<file path="config.mk">
export PLATFORM = sky130hd
export DESIGN_NAME = otpc_store
export DESIGN_NICKNAME = d
export VERILOG_FILES = /design/src/otpc_pkg.sv /design/src/otpc_store.sv
export VERILOG_INCLUDE_DIRS = /design/src
export SDC_FILE = /design/constraint.sdc
export NUM_CORES = 1
export LEC_CHECK = 0
export BUFFER_PORTS_ARGS = -buffer_cell sky130_fd_sc_hd__buf_4
export CORE_MARGIN = 2
export CORE_UTILIZATION = 48
export DETAILED_ROUTE_END_ITERATION = 10
export PLACE_DENSITY = 0.78
export SLEW_MARGIN = 20
export SYNTH_ARGS = -nofsm -noshare
export SYNTH_HDL_FRONTEND = slang
export SYNTH_SLANG_ARGS = --single-unit
</file>
<file path="constraint.sdc">
create_clock -name clk_i -period 2.7 [get_ports clk_i]
set_input_delay 0.405 -clock clk_i [delete_from_list [all_inputs] [get_ports clk_i]]
set_output_delay 0.405 -clock clk_i [all_outputs]
set_load 0.005 [all_outputs]
</file>
<file path="src/otpc_params.svh">
// timing, offsets, field positions and reset values of the one-time store access block
`ifndef OTPC_PARAMS_SVH
`define OTPC_PARAMS_SVH

// ************************************************************
// register offsets and values
// ************************************************************
`define OTPC_ADDR_W            5
`define OTPC_OFS_READBACK      5'h1e
`define OTPC_OFS_REVISION      5'h1f
`define OTPC_READBACK_RST      10'h000
// revision code, value arbitrary
`define OTPC_REVISION_CODE     9'h0c1
`define OTPC_WORD_W            10

// ************************************************************
// store layout
// ************************************************************
`define OTPC_STORE_BITS        40
`define OTPC_LOCK_BIT          39
`define OTPC_STORE_RST         40'h00_0000_0000

// ************************************************************
// operation codes
// ************************************************************
`define OTPC_OP_NOP0           2'h0
`define OTPC_OP_REFRESH        2'h1
`define OTPC_OP_PROGRAM        2'h2
`define OTPC_OP_NOP3           2'h3

// ************************************************************
// timing
// ************************************************************
`define OTPC_CLK_MHZ           100
`define OTPC_REFRESH_NS        1000
`define OTPC_PROGRAM_US        100
`define OTPC_REFRESH_CYC       ((`OTPC_REFRESH_NS * `OTPC_CLK_MHZ) / 1000)
`define OTPC_PROGRAM_CYC       (`OTPC_PROGRAM_US * `OTPC_CLK_MHZ)
`define OTPC_CNT_W             16

`endif

</file>
<file path="src/otpc_pkg.sv">
// types of the one-time store access block
`default_nettype none
package otpc_pkg;

  // configuration image, store bits 38:0 less the lock bit, msb first
  typedef struct packed {
    logic [1:0] overcurrent_compare_level;
    logic       ch2_thermal_auto_recovery;
    logic       ch1_thermal_auto_recovery;
    logic [2:0] fail_safe_mode_select;
    logic       ch2_enable;
    logic       ch1_enable;
    logic [4:0] ch2_off_time;
    logic [4:0] ch1_off_time;
    logic [1:0] ch2_sense_range;
    logic [7:0] ch2_voltage_threshold;
    logic [1:0] ch1_sense_range;
    logic [7:0] ch1_voltage_threshold;
  } otpc_cfg_t;

  typedef struct packed {
    logic       bias_high;
    logic       bias_low;
  } otpc_bias_t;

  typedef enum logic [1:0] {
    OTPC_ST_IDLE    = 2'b00,
    OTPC_ST_REFRESH = 2'b01,
    OTPC_ST_PROGRAM = 2'b10
  } otpc_state_t;

endpackage

`default_nettype wire

</file>
<file path="src/otpc_store.sv">
// one-time configuration store: refresh, program, read-back and revision
`timescale 1ns/100ps
`include "otpc_params.svh"
`default_nettype none

module otpc_store #(
  parameter int unsigned PROGRAM_CYCLES = `OTPC_PROGRAM_CYC
) (
  input  wire logic                     clk_i,
  input  wire logic                     resetn_i,
  input  wire logic                     reg_rd_i,
  input  wire logic [`OTPC_ADDR_W-1:0]  reg_addr_i,
  output logic      [`OTPC_WORD_W-1:0]  reg_rdata_o,
  input  wire logic                     op_wr_i,
  input  wire logic [1:0]               op_code_i,
  input  wire logic [1:0]               word_sel_i,
  input  wire otpc_pkg::otpc_bias_t     bias_i,
  input  wire otpc_pkg::otpc_cfg_t      cfg_i,
  input  wire logic                     boost_supply_rail_uv_i,
  input  wire logic                     status_rd_i,
  output otpc_pkg::otpc_cfg_t           cfg_o,
  output otpc_pkg::otpc_bias_t          read_bias_o,
  output logic                          busy_o,
  output logic                          prog_fail_o,
  output logic                          lock_o
);

  // ************************************************************
  // timing counts
  // ************************************************************
  localparam logic [`OTPC_CNT_W-1:0] REFRESH_LAST =
    `OTPC_CNT_W'(((`OTPC_REFRESH_CYC < 1) ? 1 : `OTPC_REFRESH_CYC) - 1);
  localparam logic [`OTPC_CNT_W-1:0] PROGRAM_LAST =
    `OTPC_CNT_W'(((PROGRAM_CYCLES < 1) ? 1 : PROGRAM_CYCLES) - 1);

  // ************************************************************
  // state
  // ************************************************************
  otpc_pkg::otpc_state_t             state_ff;
  otpc_pkg::otpc_state_t             nxt_state;
  logic [`OTPC_CNT_W-1:0]            cnt_ff;
  logic [`OTPC_STORE_BITS-1:0]       store_ff;
  logic [`OTPC_WORD_W-1:0]           readback_ff;
  logic [`OTPC_WORD_W-1:0]           rdata_ff;
  otpc_pkg::otpc_cfg_t               cfg_ff;
  otpc_pkg::otpc_bias_t              bias_ff;
  logic                              busy_ff;
  logic                              fail_ff;

  // ************************************************************
  // decode
  // ************************************************************
  wire logic                         idle      = (state_ff == otpc_pkg::OTPC_ST_IDLE);
  wire logic                         locked    = store_ff[`OTPC_LOCK_BIT];
  wire logic                         cnt_done  = (state_ff == otpc_pkg::OTPC_ST_REFRESH) ?
                                                 (cnt_ff == REFRESH_LAST) :
                                                 (cnt_ff == PROGRAM_LAST);
  wire logic                         op_take   = op_wr_i & idle;
  wire logic                         go_ref    = op_take & (op_code_i == `OTPC_OP_REFRESH);
  wire logic                         go_prog   = op_take & (op_code_i == `OTPC_OP_PROGRAM) &
                                                 ~locked;
  wire logic                         ref_end   = (state_ff == otpc_pkg::OTPC_ST_REFRESH) &
                                                 cnt_done;
  wire logic                         prog_end  = (state_ff == otpc_pkg::OTPC_ST_PROGRAM) &
                                                 cnt_done;
  wire logic                         uv_hit    = (state_ff == otpc_pkg::OTPC_ST_PROGRAM) &
                                                 boost_supply_rail_uv_i;
  // program image: lock bit set with the configuration fields
  wire logic [`OTPC_STORE_BITS-1:0]  prog_img  = {1'b1, cfg_i};
  wire logic                         nxt_busy  = (nxt_state != otpc_pkg::OTPC_ST_IDLE);
  // counter restarts at every take and at every end
  wire logic [`OTPC_CNT_W-1:0]       nxt_cnt   = (idle | cnt_done) ? '0 : cnt_ff + 1'b1;
  wire otpc_pkg::otpc_bias_t         nxt_bias  = go_ref  ? bias_i :
                                                 ref_end ? otpc_pkg::otpc_bias_t'(2'b00) :
                                                 bias_ff;
  // a fresh undervoltage wins over a clearing status read
  wire logic                         nxt_fail  = uv_hit | (fail_ff & ~status_rd_i);

  // ************************************************************
  // read-back word selection
  // ************************************************************
  logic [`OTPC_WORD_W-1:0]           store_word [4];
  for (genvar gw = 0; gw < 4; gw++) begin : g_word
    assign store_word[gw] = store_ff[gw*`OTPC_WORD_W +: `OTPC_WORD_W];
  end
  wire logic [`OTPC_WORD_W-1:0]      sel_word  = store_word[word_sel_i];

  // ************************************************************
  // register read decode
  // ************************************************************
  // unmapped offsets read zero
  wire logic                         hit_rdbk  = (reg_addr_i == `OTPC_OFS_READBACK);
  wire logic                         hit_rev   = (reg_addr_i == `OTPC_OFS_REVISION);
  wire logic [`OTPC_WORD_W-1:0]      rev_word  = {1'b0, `OTPC_REVISION_CODE};
  wire logic [`OTPC_WORD_W-1:0]      nxt_rdata = hit_rdbk ? readback_ff :
                                                 hit_rev  ? rev_word : `OTPC_WORD_W'(0);

  // ************************************************************
  // next state
  // ************************************************************
  always_comb begin
    case (state_ff)
      otpc_pkg::OTPC_ST_IDLE: begin
        if (go_ref) begin
          nxt_state = otpc_pkg::OTPC_ST_REFRESH;
        end else if (go_prog) begin
          nxt_state = otpc_pkg::OTPC_ST_PROGRAM;
        end else begin
          nxt_state = otpc_pkg::OTPC_ST_IDLE;
        end
      end
      otpc_pkg::OTPC_ST_REFRESH,
      otpc_pkg::OTPC_ST_PROGRAM: begin
        nxt_state = cnt_done ? otpc_pkg::OTPC_ST_IDLE : state_ff;
      end
      default: begin
        nxt_state = otpc_pkg::OTPC_ST_IDLE;
      end
    endcase
  end

  // ************************************************************
  // sequencer; power-up refresh loads the configuration
  // ************************************************************
  always_ff @(posedge clk_i or negedge resetn_i) begin
    if (!resetn_i) begin
      state_ff <= otpc_pkg::OTPC_ST_REFRESH;
      cnt_ff   <= '0;
      busy_ff  <= 1'b1;
    end else begin
      state_ff <= nxt_state;
      cnt_ff   <= nxt_cnt;
      busy_ff  <= nxt_busy;
    end
  end

  // ************************************************************
  // read margin, applied only while a refresh runs
  // ************************************************************
  always_ff @(posedge clk_i or negedge resetn_i) begin
    if (!resetn_i) begin
      bias_ff <= '0;
    end else begin
      bias_ff <= nxt_bias;
    end
  end

  // ************************************************************
  // store; only a completed program sets bits
  // ************************************************************
  always_ff @(posedge clk_i or negedge resetn_i) begin
    if (!resetn_i) begin
      store_ff <= `OTPC_STORE_RST;
    end else if (prog_end) begin
      store_ff <= prog_img;
    end
  end

  // ************************************************************
  // read-back word and configuration image, loaded at refresh end
  // ************************************************************
  always_ff @(posedge clk_i or negedge resetn_i) begin
    if (!resetn_i) begin
      readback_ff <= `OTPC_READBACK_RST;
      cfg_ff      <= '0;
    end else if (ref_end) begin
      readback_ff <= sel_word;
      cfg_ff      <= store_ff[`OTPC_LOCK_BIT-1:0];
    end
  end

  // ************************************************************
  // register read port
  // ************************************************************
  always_ff @(posedge clk_i or negedge resetn_i) begin
    if (!resetn_i) begin
      rdata_ff <= '0;
    end else if (reg_rd_i) begin
      rdata_ff <= nxt_rdata;
    end
  end

  // ************************************************************
  // program fail flag, cleared by a status read
  // ************************************************************
  always_ff @(posedge clk_i or negedge resetn_i) begin
    if (!resetn_i) begin
      fail_ff <= 1'b0;
    end else begin
      fail_ff <= nxt_fail;
    end
  end

  assign reg_rdata_o = rdata_ff;
  assign cfg_o       = cfg_ff;
  assign read_bias_o = bias_ff;
  assign busy_o      = busy_ff;
  assign prog_fail_o = fail_ff;
  assign lock_o      = store_ff[`OTPC_LOCK_BIT];

endmodule

`default_nettype wire

</file>
==> flow_summary.ini <==
[cts]
cts_max_path_buffers = 2
cts-root-buf = clkbuf_8
cts_made_buffers = 17
clock_latency_ns = 0.51
tritoncts = built
path_clk_slew_ns = 0.06
h-tree-depth = 4
cts.sinks = 121

[yosys]
synth_flop_cell = dfrtp_1
synth_area_um2 = 5131
synth_area_leaders = dfrtp_1 (58%), mux2_2 (19%), mux4_2 (4.4%)
syn_nets = 425
yosysTopAreaCell = dfrtp_1
synth.most_common_cell = dfrtp_1
synth_top_area_share_pct = 58.03
yosysWarnings = 0
ys_types = 38
ys_seq_area_share_pct = 59.06
syn_area_per_cell_um2 = 14.10
syn_inst = 364
synthArstFlopShare_pct = 100.0
netlist_top_cells_count = dfrtp_1 (119), mux2_2 (85)
ys_ff_latch = 121
synth_edf_count = 0

[detailed_routing]
drt_first_pass_iters = 4
postRouteAntennaNets = 0
finalWirelength_um = 10690
wire_per_inst_um = 16.99
num_vias = 3387
routed_via_density = 5.385
drtIter0Drc = 130
drc = 0

[placed_design]
dp_hpwl_um = 7361
io_buffers = 109
dp_cells = 598
gp_congestion = 0.9231

[setup_path]
r2r-start = state_ff[0]
r2r_cells = 6
path_max_fanout = 40
path_cells = ha_1 -> nor3b_1 -> nand4_1 -> a21oi_4 -> buf_12 -> mux2_2
r2r_end = store_ff[24]
critPathSlowestCell = dfstp_2
critPathRequiredTime_ns = 3.09
worst_path_largest_cell_delay_ns = 0.56
cp_num_buf_inv = 1
start_kind = flip-flop
arrival_ns = 2.63
crit_type = reg2reg
crit_family = flip-flops
end_kind = flip-flop
rrSetupSlack_ns = 0.45

[finish]
nets = 543
syn_to_final_growth_pct = 30.02
drive_gt1_share_pct = 49.70
final_cells = 629
n_antenna_cell = 0
utilization_pct = 64.33

[die]
die_w_um = 107.4
ios = 110
start_util_pct = 49.48
dieArea_um2 = 11530
coreArea_um2 = 10370
rows = 37
die_h_um = 107.4

[sta]
rsz0062_at_grt = no
post-route-period-util_pct = 83.20
hold_viol = 0
fin_crit_ns = 2.246
worst-slew-pin-transition_ns = 0.6957
max-slew-margin-rel_pct = 53.62
setup_viol = 0
slew_violations = 0
final.setup.tns_ns = 0
fin_skew_ns = 0.01031
max_freq_mhz = 445.2

[min_path]
min-delay-start = status_rd_i
whs_path_depth = 2
hold_path_class = in2reg
hold_end = prog_fail_o

[pwr]
vdd_drop_max_mv = 0.4521
power.density_nw_per_um2 = 624.1
p_leak_nw = 3.278

[global_route]
grt_usage_pct = 20.63
grt_max_degree = 54
overflow = 0
grt_antenna_before_repair = 0
grt_first_pass_wirelength_um = 18010
grt_pass1_vias = 3618

[flow_run]
max_cap_violations = 0

[status]
status = finished clean
cell usage in the layout (no fill, tap or decap), drive strengths merged, types with 2 or more instances in the layout:
| master | count |
|---|---|
| buf | 115 |
| dfstp | 2 |
| a211oi | 2 |
| xor2 | 5 |
| nor4 | 3 |
| bufinv | 2 |
| nor3b | 2 |
| dfrtp | 119 |
| o22ai | 2 |
| ha | 5 |
| o21ai | 15 |
| o211ai | 4 |
| nor2 | 5 |
| a21oi | 2 |
| clkinvlp | 2 |
| and3 | 2 |
| nand3 | 9 |
| xnor2 | 7 |
| mux2 | 88 |
| nand2 | 15 |
| clkbuf | 22 |
| clkinv | 4 |
| inv | 15 |
| mux4 | 10 |
| and4 | 2 |
| nand4 | 9 |
| nor3 | 15 |
per-stage QoR:
step	setup slack [ns]	hold slack, ns	total power [mW]	instance area [um^2]
after floorplan	0.6965	0.1094	1.926	5131
after global placement	0.5306	0.4178	2.055	6093
after detailed placement	0.4587	0.4218	2.062	6093
after CTS	0.4444	0.05659	4.209	6671
after global routing	0.3113	0.05433	4.332	6671
final	0.4537	0.08402	4.163	6671
worst max-delay path by stage:
stage,startpoint,to,slack (ns),depth (start not counted)
after floorplan,state_ff[0],cfg_o[0],0.70,6
after global placement,state_ff[0],store_ff[28],0.53,6
after detailed placement,state_ff[0],store_ff[20],0.46,6
after CTS,state_ff[0],store_ff[22],0.44,6
after global routing,state_ff[1],cnt_ff[9],0.31,7
final,state_ff[0],store_ff[24],0.45,6
where the power goes:
part | total, mW | leakage [nW] | switching [mW] | internal [mW]
Combinational | 0.181 | 1.32 | 0.0912 | 0.0900
Clock | 2.14 | 0.279 | 0.745 | 1.39
Sequential | 1.85 | 1.68 | 0.0118 | 1.83
cell type report:
cell class / count / area, um^2
sequential: 121 / 3030
tap: 136 / 170.2
clock inverter: 8 / 95.09
inverter: 15 / 56.30
timing repair buffer: 116 / 910.9
clock buffer: 22 / 473.0
multi-input combinational: 211 / 1936
fill: 771 / 3699
kinds of logic (layout without fill, tap and decap cells):
group / after synthesis / count (layout) / synth area share [%]
flops: 121 / 121 / 59.06
mux: 98 / 98 / 23.70
simple gates: 69 / 69 / 7.291
buf+inv: 32 / 161 / 3.462
compound gates: 27 / 27 / 3.219
xor+xnor: 12 / 12 / 2.048
fa+ha+maj: 5 / 5 / 1.219
worst reg2reg max path: cells and delay by family (launching register included):
family	cells	cell delay [ns]
flops	1	0.56
simple gates	2	0.48
mux	1	0.39
compound gates	1	0.26
buf+inv	1	0.25
fa+ha+maj	1	0.17
per-layer routing:
metal,part of all wire (%),track usage [%]
met3,7.0,7.324
met2,46,31.19
met4,1.5,8.242
met5,0,0
met1,45,27.35
what timing repair did:
item,4_1_cts,5_1_grt
hold buffers,1,0
setup buffers,0,0
endpoints found under the hold margin,36,0
resized for setup,0,0
endpoints found under the setup margin,0,0
flip-flops by register name, summed over array words and instances, names as in the netlist:
| name | cells |
|---|---|
| readback_ff | 10 |
| prog_fail_o | 1 |
| reg_rdata_o | 10 |
| state_ff | 2 |
| read_bias_o | 2 |
| cnt_ff | 16 |
| store_ff | 40 |
| cfg_o | 39 |
| busy_o | 1 |
Power figures use the tool's default switching activity.
